--- config.mk ---
export PLATFORM = sky130hd
export DESIGN_NAME = motor_spi_slave
export DESIGN_NICKNAME = d
export VERILOG_FILES = /design/src/pkg/motor_spi_pkg.sv /design/src/rtl/motor_spi_slave.sv
export SDC_FILE = /design/constraint.sdc
export NUM_CORES = 1
export LEC_CHECK = 0
export CORE_ASPECT_RATIO = 1.2
export CORE_MARGIN = 4
export CORE_UTILIZATION = 51
export CTS_CLUSTER_SIZE = 14
export DETAILED_ROUTE_END_ITERATION = 10
export DONT_BUFFER_PORTS = 1
export GPL_TIMING_DRIVEN = 0
export PLACE_DENSITY = 0.66
export SYNTH_ARGS = -nofsm -noshare
export SYNTH_HDL_FRONTEND = slang
export SYNTH_SLANG_ARGS = --single-unit
export TNS_END_PERCENT = 10
--- constraint.sdc ---
create_clock -name clk -period 4 [get_ports clk]
set_input_delay 0 -clock clk [delete_from_list [all_inputs] [get_ports clk]]
set_output_delay 0 -clock clk [all_outputs]
set_load 0.005 [all_outputs]
--- src/pkg/motor_spi_pkg.sv ---
package motor_spi_pkg;
   // Clock and host-side timing
   localparam int CLK_PERIOD_NS = 50;
   localparam int CS_IDLE_NS = 500;
   localparam int CS_IDLE_CYC =
      (CS_IDLE_NS + CLK_PERIOD_NS - 1) / CLK_PERIOD_NS;
   // Frame layout
   localparam int CNT_W = 11;
   localparam logic [10:0] CNT_MAX = 11'h7FF;
   localparam logic [10:0] CNT_FRAME = 11'h010;
   localparam logic [2:0] BYTE_DONE = 3'h0;
   localparam int POS_RW = 6;
   localparam int ADDR_HI = 5;
   localparam int ADDR_LO = 1;
   localparam int POS_SINGLE = 7;
   localparam logic [1:0] PFX_STATUS = 2'h3;
   localparam logic [1:0] PFX_HEADER = 2'h2;
   localparam int HDR_CLR_POS = 5;
   localparam int CHAIN_HI = 5;
   localparam logic [5:0] CHAIN_SAT = 6'h3F;
   localparam logic [6:0] POST_MAX = 7'h7F;
   // Register map
   localparam logic [4:0] ADDR_FAULT_SUMMARY = 5'h00;
   localparam logic [4:0] ADDR_BRIDGE_OC = 5'h01;
   localparam logic [4:0] ADDR_THERMAL_OL = 5'h02;
   localparam logic [4:0] ADDR_TORQUE_SLEW = 5'h03;
   localparam logic [4:0] ADDR_OUTPUT_DECAY = 5'h04;
   localparam logic [4:0] ADDR_STEP_DIR = 5'h05;
   localparam logic [4:0] ADDR_PROTECTION = 5'h06;
   localparam logic [4:0] ADDR_RSVD_CTRL_A = 5'h07;
   localparam logic [4:0] ADDR_RSVD_CTRL_B = 5'h08;
   localparam logic [4:0] ADDR_RSVD_RO = 5'h09;
   localparam logic [4:0] ADDR_REVISION = 5'h0A;
   localparam int NUM_CTRL = 6;
   localparam logic [7:0] CTRL_RESET = 8'h00;
   localparam int FAULT_CLEAR_BIT_POS = 7;
   localparam logic [7:0] FAULT_CLEAR_BIT_MASK = 8'h80;
   typedef enum logic [4:0] {
      PH_PRE = 5'h01,
      PH_SECOND_HEADER_BYTE = 5'h02,
      PH_POST = 5'h04,
      PH_SINGLE = 5'h08,
      PH_BAD = 5'h10
   } phase_t;
endpackage

--- src/rtl/motor_spi_slave.sv ---
`timescale 1ns/100ps
module motor_spi_slave
   import motor_spi_pkg::*;
#(
   parameter logic [3:0] REV_ID = 4'h1 // Arbitrary value
) (
   // Clock and reset
   input wire logic clk,
   input wire logic rst_b,
   // Serial link
   input wire logic sclk,
   input wire logic chip_select_n,
   input wire logic sdi,
   output logic sdo,
   output logic sdo_oe,
   // Fault sources
   input wire logic supply_low_flag,
   input wire logic pump_low_flag,
   input wire logic overcurrent_flag,
   input wire logic temperature_flag,
   input wire logic open_load_flag,
   input wire logic [7:0] bridge_overcurrent_detail,
   input wire logic [7:0] thermal_openload_detail,
   // Control outputs
   output logic [7:0] torque_slew_control,
   output logic [7:0] output_decay_control,
   output logic [7:0] step_direction_control,
   output logic [7:0] protection_control,
   output logic [7:0] reserved_control_a,
   output logic [7:0] reserved_control_b,
   output logic fault_clear_pulse,
   output logic fault_pin_n
);

   typedef struct packed {
      logic [2:0] sclk_s;
      logic [2:0] cs_s;
      logic [2:0] sdi_s;
      logic sclk_f;
      logic cs_f;
      logic sdi_f;
      phase_t phase;
      logic [10:0] cnt;
      logic [7:0] rx;
      logic [5:0] stat_cnt;
      logic [5:0] chain_len;
      logic [6:0] post_cnt;
      logic clr_req;
      logic addr_ok;
      logic data_ok;
      logic rw;
      logic [4:0] addr;
      logic [7:0] wdata;
      logic [7:0] report;
      logic fwd_rep;
      logic edge_bad;
      logic sdo;
      logic [NUM_CTRL-1:0][7:0] ctrl;
      logic spi_err;
      logic clr_pulse;
      logic fault_n;
   } state_t;

   state_t state_ff;
   state_t nxt_state;
   logic sclk_fall, sclk_rise, cs_fall, cs_rise;
   logic frame_end, frame_good, do_write, do_clear, byte_done;
   logic flag_any;
   logic [7:0] in_byte, status_byte;
   logic [10:0] cnt_inc, chain_bits;
   logic [6:0] slot_a, slot_d;

   assign flag_any = supply_low_flag | pump_low_flag | overcurrent_flag |
                     temperature_flag | open_load_flag;
   assign status_byte = {PFX_STATUS, supply_low_flag, pump_low_flag,
                         overcurrent_flag, 1'b0, temperature_flag,
                         open_load_flag};

   function automatic logic [7:0] reg_read(input logic [4:0] a);
      logic [7:0] v;
      v = 8'h00;
      case (a)
         ADDR_FAULT_SUMMARY: v = {~state_ff.fault_n, state_ff.spi_err,
                                  status_byte[5:0]};
         ADDR_BRIDGE_OC: v = bridge_overcurrent_detail;
         ADDR_THERMAL_OL: v = thermal_openload_detail;
         ADDR_REVISION: v = {4'h0, REV_ID};
         default: begin
            if (a >= ADDR_TORQUE_SLEW && a <= ADDR_RSVD_CTRL_B) begin
               v = state_ff.ctrl[a - ADDR_TORQUE_SLEW];
            end
         end
      endcase
      return v;
   endfunction

   always_comb begin
      nxt_state = state_ff;
      nxt_state.clr_pulse = 1'b0;
      frame_end = 1'b0;
      frame_good = 1'b0;
      do_write = 1'b0;
      do_clear = 1'b0;
      in_byte = {state_ff.rx[6:0], state_ff.sdi_f};
      // Three-stage sampling; a level counts once stages two and three agree
      nxt_state.sclk_s = {state_ff.sclk_s[1:0], sclk};
      nxt_state.cs_s = {state_ff.cs_s[1:0], chip_select_n};
      nxt_state.sdi_s = {state_ff.sdi_s[1:0], sdi};
      if (state_ff.sclk_s[1] == state_ff.sclk_s[2]) begin
         nxt_state.sclk_f = state_ff.sclk_s[2];
      end
      if (state_ff.cs_s[1] == state_ff.cs_s[2]) begin
         nxt_state.cs_f = state_ff.cs_s[2];
      end
      if (state_ff.sdi_s[1] == state_ff.sdi_s[2]) begin
         nxt_state.sdi_f = state_ff.sdi_s[2];
      end
      sclk_fall = state_ff.sclk_f & ~nxt_state.sclk_f;
      sclk_rise = ~state_ff.sclk_f & nxt_state.sclk_f;
      cs_fall = state_ff.cs_f & ~nxt_state.cs_f;
      cs_rise = ~state_ff.cs_f & nxt_state.cs_f;
      if (state_ff.cnt != CNT_MAX) begin
         cnt_inc = state_ff.cnt + 11'h001;
      end else begin
         cnt_inc = CNT_MAX;
      end
      byte_done = sclk_fall & ~state_ff.cs_f &
                  (state_ff.cnt != CNT_MAX) &
                  (cnt_inc[2:0] == BYTE_DONE);
      // Own address slot counts back from the farthest device
      slot_a = {1'b0, state_ff.chain_len} - 7'h01 -
               {1'b0, state_ff.stat_cnt};
      slot_d = {state_ff.chain_len, 1'b0} - 7'h01 -
               {1'b0, state_ff.stat_cnt};
      chain_bits = {({1'b0, state_ff.chain_len} + 7'h01), 4'h0};

      if (cs_fall) begin
         nxt_state.phase = PH_PRE;
         nxt_state.cnt = '0;
         nxt_state.stat_cnt = '0;
         nxt_state.chain_len = '0;
         nxt_state.post_cnt = '0;
         nxt_state.clr_req = 1'b0;
         nxt_state.addr_ok = 1'b0;
         nxt_state.data_ok = 1'b0;
         nxt_state.fwd_rep = 1'b0;
         nxt_state.edge_bad = state_ff.sclk_f;
         nxt_state.sdo = status_byte[7];
      end else if (!state_ff.cs_f) begin
         if (sclk_fall) begin
            nxt_state.rx = in_byte;
            nxt_state.cnt = cnt_inc;
         end
         if (sclk_rise) begin
            // Bits past the first byte lag the input by one byte, except the byte after the own address byte, which carries the report
            if (state_ff.cnt < CNT_FRAME >> 1) begin
               nxt_state.sdo = status_byte[~state_ff.cnt[2:0]];
            end else if (state_ff.fwd_rep) begin
               nxt_state.sdo = state_ff.report[~state_ff.cnt[2:0]];
            end else begin
               nxt_state.sdo = state_ff.rx[7];
            end
         end
      end

      if (byte_done) begin
         nxt_state.fwd_rep = 1'b0;
         unique case (state_ff.phase)
            PH_PRE: begin
               if (!in_byte[POS_SINGLE]) begin
                  nxt_state.phase = PH_SINGLE;
                  nxt_state.rw = in_byte[POS_RW];
                  nxt_state.addr = in_byte[ADDR_HI:ADDR_LO];
                  nxt_state.addr_ok = 1'b1;
                  nxt_state.fwd_rep = 1'b1;
                  nxt_state.report =
                     reg_read(in_byte[ADDR_HI:ADDR_LO]);
               end else if (in_byte[7:6] == PFX_STATUS) begin
                  if (state_ff.stat_cnt == CHAIN_SAT) begin
                     nxt_state.phase = PH_BAD;
                  end else begin
                     nxt_state.stat_cnt = state_ff.stat_cnt + 6'h01;
                  end
               end else begin
                  nxt_state.chain_len = in_byte[CHAIN_HI:0];
                  nxt_state.phase = PH_SECOND_HEADER_BYTE;
               end
            end
            PH_SECOND_HEADER_BYTE: begin
               if (in_byte[7:6] != PFX_HEADER) begin
                  nxt_state.phase = PH_BAD;
               end else begin
                  nxt_state.clr_req = in_byte[HDR_CLR_POS];
                  nxt_state.phase = PH_POST;
               end
            end
            PH_POST: begin
               if (state_ff.post_cnt == slot_a) begin
                  nxt_state.rw = in_byte[POS_RW];
                  nxt_state.addr = in_byte[ADDR_HI:ADDR_LO];
                  nxt_state.addr_ok = 1'b1;
                  nxt_state.fwd_rep = 1'b1;
                  nxt_state.report =
                     reg_read(in_byte[ADDR_HI:ADDR_LO]);
               end
               if (state_ff.post_cnt == slot_d) begin
                  nxt_state.wdata = in_byte;
                  nxt_state.data_ok = 1'b1;
               end
               if (state_ff.post_cnt != POST_MAX) begin
                  nxt_state.post_cnt = state_ff.post_cnt + 7'h01;
               end
            end
            PH_SINGLE: begin
               if (state_ff.cnt == CNT_FRAME - 11'h001) begin
                  nxt_state.wdata = in_byte;
                  nxt_state.data_ok = 1'b1;
               end
            end
            PH_BAD: begin
               nxt_state.phase = PH_BAD;
            end
         endcase
      end

      if (cs_rise) begin
         frame_end = 1'b1;
         if (!state_ff.edge_bad && !state_ff.sclk_f) begin
            if (state_ff.phase == PH_SINGLE) begin
               frame_good = state_ff.data_ok &
                            (state_ff.cnt == CNT_FRAME);
            end else if (state_ff.phase == PH_POST) begin
               frame_good = (state_ff.chain_len != 6'h00) &
                            (state_ff.stat_cnt < state_ff.chain_len) &
                            state_ff.addr_ok & state_ff.data_ok &
                            (state_ff.cnt == chain_bits);
            end
         end
         do_write = frame_good & ~state_ff.rw;
         do_clear = frame_good & ((state_ff.phase == PH_POST &
                    state_ff.clr_req) | (do_write &
                    (state_ff.addr == ADDR_PROTECTION) &
                    state_ff.wdata[FAULT_CLEAR_BIT_POS]));
      end

      // Read-only and unlisted locations silently keep their contents
      if (do_write && state_ff.addr >= ADDR_TORQUE_SLEW &&
          state_ff.addr <= ADDR_RSVD_CTRL_B) begin
         if (state_ff.addr == ADDR_PROTECTION) begin
            nxt_state.ctrl[state_ff.addr - ADDR_TORQUE_SLEW] =
               state_ff.wdata & ~FAULT_CLEAR_BIT_MASK;
         end else begin
            nxt_state.ctrl[state_ff.addr - ADDR_TORQUE_SLEW] =
               state_ff.wdata;
         end
      end

      // Error set outranks a clear landing on the same edge
      if (frame_end && !frame_good) begin
         nxt_state.spi_err = 1'b1;
      end else if (do_clear) begin
         nxt_state.spi_err = 1'b0;
      end
      nxt_state.clr_pulse = do_clear;
      nxt_state.fault_n = ~(nxt_state.spi_err | flag_any);
   end

   always_ff @(posedge clk or negedge rst_b) begin
      if (!rst_b) begin
         state_ff <= '0;
         state_ff.cs_s <= 3'h7;
         state_ff.cs_f <= 1'b1;
         state_ff.phase <= PH_PRE;
         state_ff.ctrl <= {NUM_CTRL{CTRL_RESET}};
         state_ff.fault_n <= 1'b1;
      end else begin
         state_ff <= nxt_state;
      end
   end

   assign sdo = state_ff.sdo;
   assign sdo_oe = ~state_ff.cs_f;
   assign torque_slew_control = state_ff.ctrl[ADDR_TORQUE_SLEW -
                                              ADDR_TORQUE_SLEW];
   assign output_decay_control = state_ff.ctrl[ADDR_OUTPUT_DECAY -
                                               ADDR_TORQUE_SLEW];
   assign step_direction_control = state_ff.ctrl[ADDR_STEP_DIR -
                                                 ADDR_TORQUE_SLEW];
   assign protection_control = state_ff.ctrl[ADDR_PROTECTION -
                                             ADDR_TORQUE_SLEW];
   assign reserved_control_a = state_ff.ctrl[ADDR_RSVD_CTRL_A -
                                             ADDR_TORQUE_SLEW];
   assign reserved_control_b = state_ff.ctrl[ADDR_RSVD_CTRL_B -
                                             ADDR_TORQUE_SLEW];
   assign fault_clear_pulse = state_ff.clr_pulse;
   assign fault_pin_n = state_ff.fault_n;

   a_sdo_released: assert property (@(posedge clk) disable iff (!rst_b)
      cs_rise |=> !sdo_oe [*3])
      else $error("data out driven while deselected");
   a_status_lead: assert property (@(posedge clk) disable iff (!rst_b)
      cs_fall |=> sdo)
      else $error("status byte does not start with one");
   a_status_two: assert property (@(posedge clk) disable iff (!rst_b)
      (sclk_rise && !state_ff.cs_f && state_ff.cnt == 11'h001) |=> sdo)
      else $error("second status bit not one");
   a_bad_sets_err: assert property (@(posedge clk) disable iff (!rst_b)
      (frame_end && !frame_good) |=> state_ff.spi_err && !fault_pin_n)
      else $error("bad frame did not raise error");
   a_bad_no_write: assert property (@(posedge clk) disable iff (!rst_b)
      (frame_end && !frame_good) |=> $stable(state_ff.ctrl))
      else $error("bad frame changed a register");
   a_write_lands: assert property (@(posedge clk) disable iff (!rst_b)
      (do_write && state_ff.addr == ADDR_OUTPUT_DECAY)
      |=> output_decay_control == $past(state_ff.wdata))
      else $error("write data not stored");
   a_report_rev: assert property (@(posedge clk) disable iff (!rst_b)
      ($rose(state_ff.addr_ok) && state_ff.addr == ADDR_REVISION)
      |-> state_ff.report == {4'h0, REV_ID})
      else $error("report does not match register");
   a_fault_pin: assert property (@(posedge clk) disable iff (!rst_b)
      state_ff.spi_err |-> !fault_pin_n)
      else $error("fault pin high during error");
   a_chain_clear: assert property (@(posedge clk) disable iff (!rst_b)
      (frame_good && state_ff.phase == PH_POST && state_ff.clr_req)
      |=> fault_clear_pulse && !state_ff.spi_err ##1 !fault_clear_pulse)
      else $error("chain clear not applied");
   a_single_len: assert property (@(posedge clk) disable iff (!rst_b)
      (frame_end && state_ff.phase == PH_SINGLE &&
       state_ff.cnt != CNT_FRAME) |-> !frame_good)
      else $error("odd length frame accepted");

endmodule // motor_spi_slave

# [Word-level counts from Yosys, hierarchy flattened]
# Index checks and enable logic that the tools add are counted.
[op_classes] addsub=10 magnitude_cmp=10 eq_ne=27 muxes=68 bitwise=32 n_reduce_logical=22
[ops] cell="$bwmux W48" n=2
[ops] cell="$mux W48" n=1
[ops] cell="$mux W45" n=1
[ops] cell="$mux W8" n=5
[ops] cell="$mux W19" n=2
[ops] cell="$pmux W8 S4" n=1
[ops] cell="$mux W5" n=6
[ops] cell="$mux W6" n=5
[ops] cell="$mux W1" n=25
[ops] cell="$bmux W8 S3" n=1
[ops] cell="$demux W8 S3" n=1
[ops] cell="$mux W12" n=2
[ops] cell="$mux W11" n=2
[ops] cell="$mux W22" n=1
[ops] cell="$mux W9" n=2
[ops] cell="$pmux W9 S2" n=1
[ops] cell="$and A1 B1 Y1" n=17
[ops] cell="$pmux W8 S2" n=1
[ops] cell="$pmux W5 S3" n=1
[ops] cell="$eq A7 B7 Y1" n=2
[ops] cell="$mux W7" n=2
[ops] cell="$sub A7 B6 Y7" n=2
[ops] cell="$pmux W6 S2" n=1
[ops] cell="$add A11 B1 Y11 const B" n=1
[ops] cell="other kinds (43)" n=84
[totals] ff_bits=134 inputBits=26 output_inout_bits=52

# [Depth between registers and ports, before layout]
# Gate-level depths: netlist of the first run.
[logic_depth] depth_word=19 mapped_depth=12

# [Least setup slack after synthesis of the first run]
# No wires, ideal clock.
[synth_path] path_kind="flip-flop to flip-flop" startpoint="reg state_ff[86] (netlist name)" endpoint="reg state_ff[70] (netlist name)" setup_ps=80 arrival_time_ps=2968 required_time_ps=3920 slack_ps=952 path_stages_with_launch=11 path_buffers=1 cell_sequence="dfrtp_1 > ha_1 > inv_1 > fa_1 > xor2_1 > nand4_1 > nand4bb_1 > a2111oi_2 > o21a_1 > buf_2 > mux2i_1"
[synth_via] elab_chain_len=5
[synth_rtl] element="start, declared" line_no="motor_spi_slave.sv:64" source="state_t state_ff;"
[synth_rtl] element="start signal, assigned" line_no="motor_spi_slave.sv:277" source="state_ff <= nxt_state;"
[synth_rtl] element="$sub A6 B1 Y7" line_no="motor_spi_slave.sv:131" source="slot_a = {1'b0, state_ff.chain_len} - 7'h01 -"
[synth_rtl] element="$sub A7 B6 Y7" line_no="motor_spi_slave.sv:131"
[synth_rtl] element="$eq A7 B7 Y1" line_no="motor_spi_slave.sv:198" source="if (state_ff.post_cnt == slot_a) begin"
[synth_rtl] element="$ne A2 B2 Y1 (no source line)"
[synth_rtl] element="$reduce_and A4 Y1 (no source line)"
# Every way passes these cells.
# A chain may end at the register's enable or synchronous reset.

==> out/summary.txt, run 1 <==
Status - finished, final reports clean
Port buffer count - 0
RSZ-0062 raised after global routing - no
Vias in the first global route - 6,333
Leak - 4.13 nW
Sink Count - 134
Drt total wl - 21.1 mm
Avg Cell Area, Syn - 10.4 µm²
Clock Power Share - 0.441
Starting DRT DRC Count - 477
Worst-Skew Late Latency - 420 ps
Count of final hold-check violations - 0
RD Place Congestion - 0.876
M1 GR Usage - 0.300
Multi-input logic area - 4070 µm²
NetSw - 1.08 mW
Gate power share - 0.168
Ant. Diodes - 0
Min-delay worst type - in2reg
Layout area overhead - 13.8%
Top-area cell type share of the netlist area - 0.399
Slowest CP cell - nor4_4
#FFs+latches synth - 134
M3 GR Usage - 0.0521
Drt wl/cell - 20.4 µm
Post-Syn Area - 8030 µm²
Slew Limit Fails - 0
Clock Tree Root - clkbuf_16
Warning count from the yosys run - 0
Critical path class - reg2reg
Via Count - 6,075
Detail Route Antenna Nets - 0
Busiest grt layer - met2
Min Tclk post-route - 3680 ps
P per Cell Area - 416 nW/µm²
Area contributors post-synth - dfrtp_1, mux2_2, buf_4
Most used flip-flop cell after synthesis - dfrtp_1
Sequential power share - 0.392
Placement Cell Area - 8290 µm²
Final Cycle Share - 0.920
Top fanout value on the critical path - 8
Initial antenna violation count - 0
Global route overflow - 0
Place WS - 47.2 ps
Final Setup Violations - 0
Cell Rows - 50
CTS max path bufs - 2
Count leader, synth - dfrtp_1
Final worst setup slack - 321 ps
Design Area, Final - 9140 µm²
Fin nets - 867
Synth Instances - 774
Sw Ratio - 0.283
Hold WS - 59.7 ps
Max-cap violations - 0
Syn_nets - 831
Synth cell types - 74
Clock slew seen by the registers of the worst setup and hold paths - 60 ps
CP max stage delay - 780 ps
Crit-path cells - ha_1 > inv_1 > fa_1 > a21o_1 > a21oi_1 > o211ai_1 > o31a_1 > buf_6 > nor4_4 > mux2_2
Pint - 2.73 mW
GR Util All Layers - 0.246
First-pass GRT wire length - 34.2 mm
Fill cells - 1,321
EDFF count, synth - 0
Largest area contributor in the synthesized netlist - dfrtp_1
I/O pin cnt - 78
Starting density of the core - 0.518
Placed cells - 982
Ys async rst share - 1.00
Largest net degree at the start of global routing - 135
Met2 Use GR - 0.429
Slew Limit Headroom - 0.0990
Max Fclk - 272 MHz
Chip Height - 145 µm
Sequential share of the synthesized area - 0.419
Worst Path Required - 4300 ps
Share of layout cells above drive strength 1 - 0.213
Vias per cell - 5.89
Commonest cells in the netlist - dfrtp_1, nand2_1, buf_4
CTS tree - yes
H-tree depth - 4
Seq. cell area - 3360 µm²
# DRC - 0
Fin Setup TNS - 0 ps
Core Area - 15,500 µm²
DP Wirelength - 15.2 mm
Crit end category - register
Worst EP arrival - 3980 ps
Drt first pass iters - 5
Critical Path Source Type - register
Clk_skew - 8.84 ps
Non-filler cells, final - 1,031
Full die area - 17,800 µm²
Num CTS Buffers - 17
Worst slew pin tran - 1340 ps
Worst vdd ir - 0.329 mV
DIE WIDTH - 123 µm
routing by layer:
metal  part of all wire  vias up  wire, µm
met4              0.026        0       552
met2               0.52      207     10900
li1                   -     2821         -
met5                  0        -         0
met3              0.048       41      1010
met1               0.41     3006      8610
power by group through the flow:
stage	registers, mW	logic (mW)	clock network (mW)
5_1_grt	1.50	0.703	1.76
2_1_floorplan	1.48	0.424	0
4_1_cts	1.49	0.626	1.70
3_3_place_gp	1.51	0.548	0
6_report	1.49	0.638	1.68
3_5_place_dp	1.51	0.563	0
cells in the final DEF (no fill, tap or decap), types with 6 or more instances in the layout:
| master | instances |
|---|---|
| mux2_2 | 48 |
| buf_4 | 49 |
| a21oi_1 | 24 |
| nand2_1 | 62 |
| nor3_1 | 17 |
| dfstp_2 | 6 |
| inv_1 | 39 |
| mux2i_1 | 25 |
| a211oi_1 | 7 |
| xnor2_1 | 15 |
| xor2_1 | 13 |
| dfrtp_1 | 128 |
| o21ai_0 | 33 |
| nand3_1 | 20 |
| a21o_1 | 6 |
| nor2b_1 | 18 |
| o22ai_1 | 9 |
| o31ai_1 | 8 |
| clkbuf_16 | 17 |
| nand2b_1 | 7 |
| mux4_2 | 10 |
| and3_1 | 7 |
| dlygate4sd3_1 | 16 |
| a31oi_1 | 11 |
| clkbuf_1 | 23 |
| mux2_4 | 8 |
| ha_1 | 29 |
| nand4_1 | 13 |
| nor2_1 | 43 |
cell families (layout without fill, tap and decap cells):
family,after synthesis,in the layout,synth area share
simple gates,231,231,0.157
compound gates,138,138,0.114
flops,134,134,0.419
buf+inv,115,164,0.0790
mux,95,95,0.147
fa+ha+maj,32,32,0.0514
xor+xnor,29,29,0.0335
layout make-up:
| class | count | share of cell area |
|---|---|---|
| multi-input combinational | 525 | 0.445 |
| sequential | 134 | 0.368 |
| buffer | 76 | 0.0534 |
| clock buffer | 19 | 0.0474 |
| tap | 208 | 0.0285 |
| clock inverter | 13 | 0.0212 |
| timing repair buffer | 17 | 0.0205 |
| inverter | 39 | 0.0160 |
repair_timing:
item	CTS	global route
setup endpoints to repair	0	17
hold endpoints to repair	146	0
hold buffers	17	0
gates resized for setup	0	2
setup buffers	0	0
worst max-delay path, delay by kind of cell (launching register included):
family	cells	cell delay (ps)
buffers and inverters	2	230
muxes	1	420
adders and majority gates	2	680
AOI/OAI and AO/OA	4	910
DFF	1	540
and+or+nand+nor	1	780
per-stage QoR:
step | total power, mW | util
3_3_place_gp | 2.05 | 0.534
3_5_place_dp | 2.07 | 0.534
6_report | 3.81 | 0.589
4_1_cts | 3.81 | 0.587
2_1_floorplan | 1.91 | -
5_1_grt | 3.96 | 0.589
worst paths after layout:
check / endpoint / startpoint / slack [ps] / depth (start not counted)
worst max-delay path: register / state_ff[86] / 320 / 10
worst min-delay path: state_ff[58] / pump_low_flag / 60 / 5
worst max register to register: register / state_ff[86] / 320 / 10
worst min register to register: nxt_state[133] / nxt_state[132] / 360 / 0
max in group asynchronous: asynchronous set/reset pin / rst_b / 3270 / 2
min in group asynchronous: state_ff[115] / rst_b / 200 / 2
Note: power is estimated with default switching activity, not from simulation.
==> run 2: changes to the inputs <==
--- a/config.mk
+++ b/config.mk
@@ -12,7 +12,9 @@
 export DETAILED_ROUTE_END_ITERATION = 10
 export DONT_BUFFER_PORTS = 1
 export GPL_TIMING_DRIVEN = 0
+export MAX_ROUTING_LAYER = met4
 export PLACE_DENSITY = 0.66
+export RECOVER_POWER = 50
 export SYNTH_ARGS = -nofsm -noshare
 export SYNTH_HDL_FRONTEND = slang
 export SYNTH_SLANG_ARGS = --single-unit
==> run 2 against run 1 <==
The run now ends with capacitance limit, slew limit left. Sequential share of layout area grew 0.26 points. Flip-flop and latch count is the same. Via count grew 0.28%. Die area is the same. Clock skew grew 3.5 ps. Non-clock buffer count is the same. Total power shrank 2.8%. Setup slack lost 6.4 ps. Clock-buffer cell count shrank 1. Clock power shrank 7%. Highest routed layer unchanged.
==> out/summary.txt, run 2 (synthesis gave the netlist of run 1 again) <==
First-pass GRT wire length - 34.2 mm
Placement Cell Area - 8290 µm²
WHS Endpoint - state_ff[58]
P per Cell Area - 408 nW/µm²
Drt wl/cell - 20.4 µm
Layout area overhead - 13.0%
Top fanout value on the critical path - 10
Final Setup Violations - 0
CTS tree - yes
Vias in the first global route - 6,484
Critical path's top delay family - compound AO/OA/AOI/OAI gates
Critical path class - reg2reg
Slew Limit Fails - 135
Core Area - 15,500 µm²
DP Wirelength - 15.3 mm
CP max stage delay - 750 ps
Max-cap violations - 1
Min-delay worst type - in2reg
Fin Setup TNS - 0 ps
Via Count - 6,092
Vias per cell - 5.91
# DRC - 0
Final Cycle Share - 0.921
DIE WIDTH - 123 µm
I/O pin cnt - 78
Clk_skew - 12.3 ps
Bufs and invs on worst path - 2
RSZ-0062 raised after global routing - no
Starting density of the core - 0.518
Detail Route Antenna Nets - 0
Clock slew seen by the registers of the worst setup and hold paths - 60 ps
Worst Reg-to-Reg Cells - 9
Slew Limit Headroom - -1.24
Drt first pass iters - 5
Count of final hold-check violations - 0
Hold depth - 5
Share of layout cells above drive strength 1 - 0.213
H-tree depth - 4
Buffer count from post-CTS setup fixing - 0
Port buffer count - 0
Worst vdd ir - 0.245 mV
R2R Path Start - state_ff[87]
Worst-Skew Late Latency - 430 ps
Drt total wl - 21.1 mm
Leak - 4.10 nW
Worst slew pin tran - 3360 ps
Global route overflow - 0
Critical Path Source Type - register
Min Tclk post-route - 3690 ps
Ant. Diodes - 0
Starting DRT DRC Count - 489
Initial antenna violation count - 0
Largest net degree at the start of global routing - 135
Crit end category - register
Chip Height - 145 µm
Worst EP arrival - 4030 ps
Sink Count - 134
Commonest non-fill, non-tap cell in the layout - dfrtp_1
Commonest non-fill, non-tap cells in the layout - dfrtp_1, nand2_1, mux2_2, nor2_1, inv_1
Slowest CP cell - a2111oi_4
CTS max path bufs - 2
Status - complete, but fails checks
Max Fclk - 271 MHz
Design Area, Final - 9070 µm²
Violated checks - capacitance limit, slew limit
Worst Path Required - 4340 ps
Crit-path cells - inv_1 > ha_1 > a211oi_1 > nor3_1 > nand4bb_1 > a2111oi_4 > o21a_1 > buf_2 > mux2i_1
Worst hold start - pump_low_flag
Reg2reg setup slack - 310 ps
Cell Rows - 50
Worst reg2reg endpoint - state_ff[61]
Fill cells - 1,356
Full die area - 17,800 µm²
Num CTS Buffers - 17
Fin nets - 867
GR Util All Layers - 0.253
Clock Tree Root - clkbuf_16
RD Place Congestion - 0.896
==> run 2: cell types whose count changed in the layout (fill, tap and decap cells not counted), sizes merged <==
cell and change:
clkbuf +13, bufinv -2, inv -1, clkinv +4
buf -14
==> run 2: power by group <==
part	switching, mW	leakage [nW]	internal [mW]
Combinational	0.392	2.04	0.250
Clock	0.627	0.281	0.939
Sequential	0.0678	1.78	1.42
Total	1.09	4.10	2.61
==> run 2: timing repair <==
item / CTS / global route
endpoints found under the hold margin: 146 / 0
hold buffers: 17 / 0
endpoints found under the setup margin: 0 / 14
resized for setup: 0 / 1
==> run 2: through the flow <==
step / power [mW] / util / cells / hold slack (ps) / setup slack [ps]
5_1_grt: 3.85 / 0.585 / 1031 / 73.6 / 80.0
4_1_cts: 3.71 / 0.585 / 1031 / 25.1 / 26.5
3_3_place_gp: 2.06 / 0.534 / 982 / -289 / 117
3_5_place_dp: 2.08 / 0.534 / 982 / -289 / 70.6
6_report: 3.70 / 0.585 / 1031 / 50.9 / 314
2_1_floorplan: 1.91 / - / 774 / -296 / 952
==> run 2: layout make-up <==
cell class	instances	area [µm²]	share of cell area
clock inverters	14	151	0.0167
clock buffers	18	439	0.0484
flip-flops and latches	134	3360	0.370
well taps	208	260	0.0287
repair buffers	17	165	0.0182
plain buffers	76	488	0.0538
inverters	39	146	0.0161
multi-input cells	525	4060	0.448
==> run 2: worst max path at each step <==
stage	endpoint	from	slack, ps	cells after the start
finish	state_ff[61]	state_ff[87]	310	9
global route	state_ff[87]	state_ff[123]	80	8
CTS	state_ff[61]	state_ff[87]	30	9
detailed placement	state_ff[59]	state_ff[87]	70	9
global placement	state_ff[70]	state_ff[87]	120	9
floorplan	state_ff[70]	state_ff[86]	950	10
==> run 2: per-layer routing <==
layer / wire length, µm / track usage
met1: 8460 / 0.303
met2: 10700 / 0.423
met3: 1160 / 0.0467
met4: 725 / 0.0958
met5: 0 / -
==> run 2: worst min-delay path, delay by kind of cell <==
family         cells  cell delay, ps
AO/OA/AOI/OAI      4             280
multiplexers       1             130
==> run 3: changes to the inputs <==
--- a/config.mk
+++ b/config.mk
@@ -5,9 +5,11 @@
 export SDC_FILE = /design/constraint.sdc
 export NUM_CORES = 1
 export LEC_CHECK = 0
+export ABC_AREA = 1
 export CORE_ASPECT_RATIO = 1.2
 export CORE_MARGIN = 4
 export CORE_UTILIZATION = 51
+export CTS_BUF_LIST = sky130_fd_sc_hd__clkbuf_16
 export CTS_CLUSTER_SIZE = 14
 export DETAILED_ROUTE_END_ITERATION = 10
 export DONT_BUFFER_PORTS = 1
==> run 3 against run 2 <==
The run still ends with capacitance limit, slew limit left. Die area increased by 5.8%. Flip-flop and latch count unchanged. Core utilization increased by 0.38 points. Synthesized cell count increased by 45%. Sequential share of layout area decreased by 2.1 points. Final cell count increased by 34%. Via count increased by 24%. Final area increased by 6.0%. Total power increased by 33%. Register-to-register slack improved by 460 ps. Worst hold slack got worse by 50 ps. Sequential power increased by 11%. Critical path type unchanged.
==> out/summary.txt, run 3 <==
Largest area contributor in the synthesized netlist - dfrtp_1
Synth Area in Simple Gates - 0.316
DP Wirelength - 17.3 mm
Fill cells - 1,596
Vias in the first global route - 7,553
Slew Limit Headroom - -1.04
Critical path class - reg2reg
Detail Route Antenna Nets - 0
Share of layout cells above drive strength 1 - 0.128
Layout area overhead - 12.8%
Worst Path Required - 4350 ps
Xor-xnor portion of the synthesized cell area - 0.0226
Slew Limit Fails - 135
Leak - 4.79 nW
CTS max path bufs - 2
Clock Tree Root - clkbuf_16
Drt first pass iters - 6
Sequential share of the synthesized area - 0.394
Syn_nets - 1,177
Count leader, synth - nand2_1
Status - complete, but fails checks
Sw Ratio - 0.367
DIE WIDTH - 126 µm
Sequential power share - 0.336
Final Cycle Share - 0.807
Drt wl/cell - 17.1 µm
I/O pin cnt - 78
Crit end category - register
Pint - 3.11 mW
Final Setup Violations - 0
Ys async rst share - 1.00
Most used flip-flop cell after synthesis - dfrtp_1
Top fanout value on the critical path - 11
Drt total wl - 23.6 mm
Clk_skew - 10.6 ps
Worst Reg-to-Reg Cells - 12
# DRC - 0
Main combinational cell family by area after synthesis - simple AND/OR/NAND/NOR gates
RD Place Congestion - 0.907
Avg Cell Area, Syn - 7.61 µm²
Place WS - 1000 ps
Gate power share - 0.318
Commonest cells in the netlist - nand2_1, nor2_1, dfrtp_1
Worst vdd ir - 0.334 mV
Synth cell types - 55
Clock slew seen by the registers of the worst setup and hold paths - 60 ps
Vias per cell - 5.47
Hold depth - 4
Commonest non-fill, non-tap cell in the layout - nand2_1
CTS tree - yes
Fin util - 0.588
Port buffer count - 0
Starting density of the core - 0.522
Clock Power Share - 0.347
Synth Instances - 1,120
Adder-Cell Fraction of Synth Area - 0.0498
Post-Syn Area - 8530 µm²
Violated checks - capacitance limit, slew limit
Critical Path Source Type - register
Count of final hold-check violations - 0
Min-delay worst type - in2reg
H-tree depth - 4
#FFs+latches synth - 134
Warning count from the yosys run - 0
Worst-Skew Late Latency - 430 ps
Max-cap violations - 1
Largest net degree at the start of global routing - 135
RSZ-0062 raised after global routing - no
GR Util All Layers - 0.267
Chip Height - 150 µm
Fin nets - 1,215
Post-cts gate resize count - 0
Mux share of post-synthesis cell area - 0
Worst EP arrival - 3580 ps
Max Fclk - 310 MHz
Cell Rows - 51
Global route overflow - 0
Sink Count - 134
EDFF count, synth - 0
Ant. Diodes - 0
Synth Area in Compound Gates - 0.107
Starting DRT DRC Count - 501
Commonest non-fill, non-tap cells in the layout - nand2_1, nor2_1, dfrtp_1, inv_1, nand3_1
Top-area cell type share of the netlist area - 0.376
Area contributors post-synth - dfrtp_1, nand2_1, nor2_1
Core Area - 16,300 µm²
Final worst setup slack - 770 ps
P per Cell Area - 511 nW/µm²
First-pass GRT wire length - 38.9 mm
NetSw - 1.80 mW
Full die area - 18,900 µm²
Via Count - 7,571
Num CTS Buffers - 17
Initial antenna violation count - 0
Min Tclk post-route - 3230 ps
Fin Setup TNS - 0 ps
Worst slew pin tran - 3050 ps
## run 3: metrics by stage
stage | hold slack (ps) | instances | total power, mW | area [µm²]
floorplan | -296 | 1120 | 2.74 | 8530
global placement | -289 | 1332 | 3.11 | 8790
detailed placement | -290 | 1332 | 3.13 | 8790
CTS | 7.03 | 1383 | 4.92 | 9640
global route | 23.7 | 1383 | 5.21 | 9610
finish | 0.931 | 1383 | 4.91 | 9610
## run 3: cell type report
cell class / count / area (µm²) / share of cell area
tap: 212 / 265 / 0.0276
sequential: 134 / 3360 / 0.350
inverter: 113 / 427 / 0.0444
clock buffer: 17 / 425 / 0.0443
timing repair buffer: 19 / 185 / 0.0193
buffer: 74 / 517 / 0.0538
multi-input combinational: 799 / 4220 / 0.439
clock inverter: 15 / 213 / 0.0221
## run 3: worst max-delay path: stages (launching register included)
cell	delay (ps)
dfrtp_1	410
clkbuf_1	230
inv_1	150
buf_2	230
buf_2	310
ha_1	190
nand3_1	130
nor2_1	400
a221oi_1	170
dlygate4sd3_1	600
a21oi_1	140
nand2_1	70
o21ai_1	120
## run 3: cells by family (layout without fill, tap and decap cells)
group,count (synthesis),in the layout
flops,134,134
xor+xnor,22,22
simple gates,587,587
fa+ha+maj,33,33
buf+inv,187,238
compound gates,157,157
## run 3: power by group through the flow
stage | combinational, mW | sequential [mW] | clock [mW]
final | 1.56 | 1.65 | 1.70
after global routing | 1.75 | 1.67 | 1.79
after CTS | 1.55 | 1.64 | 1.73
after detailed placement | 1.46 | 1.67 | 0
after global placement | 1.44 | 1.67 | 0
after floorplan | 1.12 | 1.62 | 0
## run 3: routing by layer
layer / global-route usage / up-vias / wire [µm]
met5: - / - / 0
met4: 0.121 / 0 / 965
met3: 0.0403 / 53 / 1050
met2: 0.453 / 205 / 12000
met1: 0.315 / 3596 / 9600
li1: - / 3717 / -
## run 3: worst paths after layout
kind	endpoint	startpoint	slack [ps]
max	state_ff[59]	in_byte[1]	770
min	state_ff[61]	bridge_overcurrent_detail[7]	0.9
max reg2reg	state_ff[59]	in_byte[1]	770
min reg2reg	nxt_state[133]	nxt_state[132]	340
max in group asynchronous	asynchronous set/reset pin	rst_b	1020
min in group asynchronous	asynchronous set/reset pin	rst_b	1160
## run 3: repair_timing
action                    4_1_cts  5_1_grt
hold endpoints to repair      146        0
hold buffers                   19        0
setup buffers                   0        0
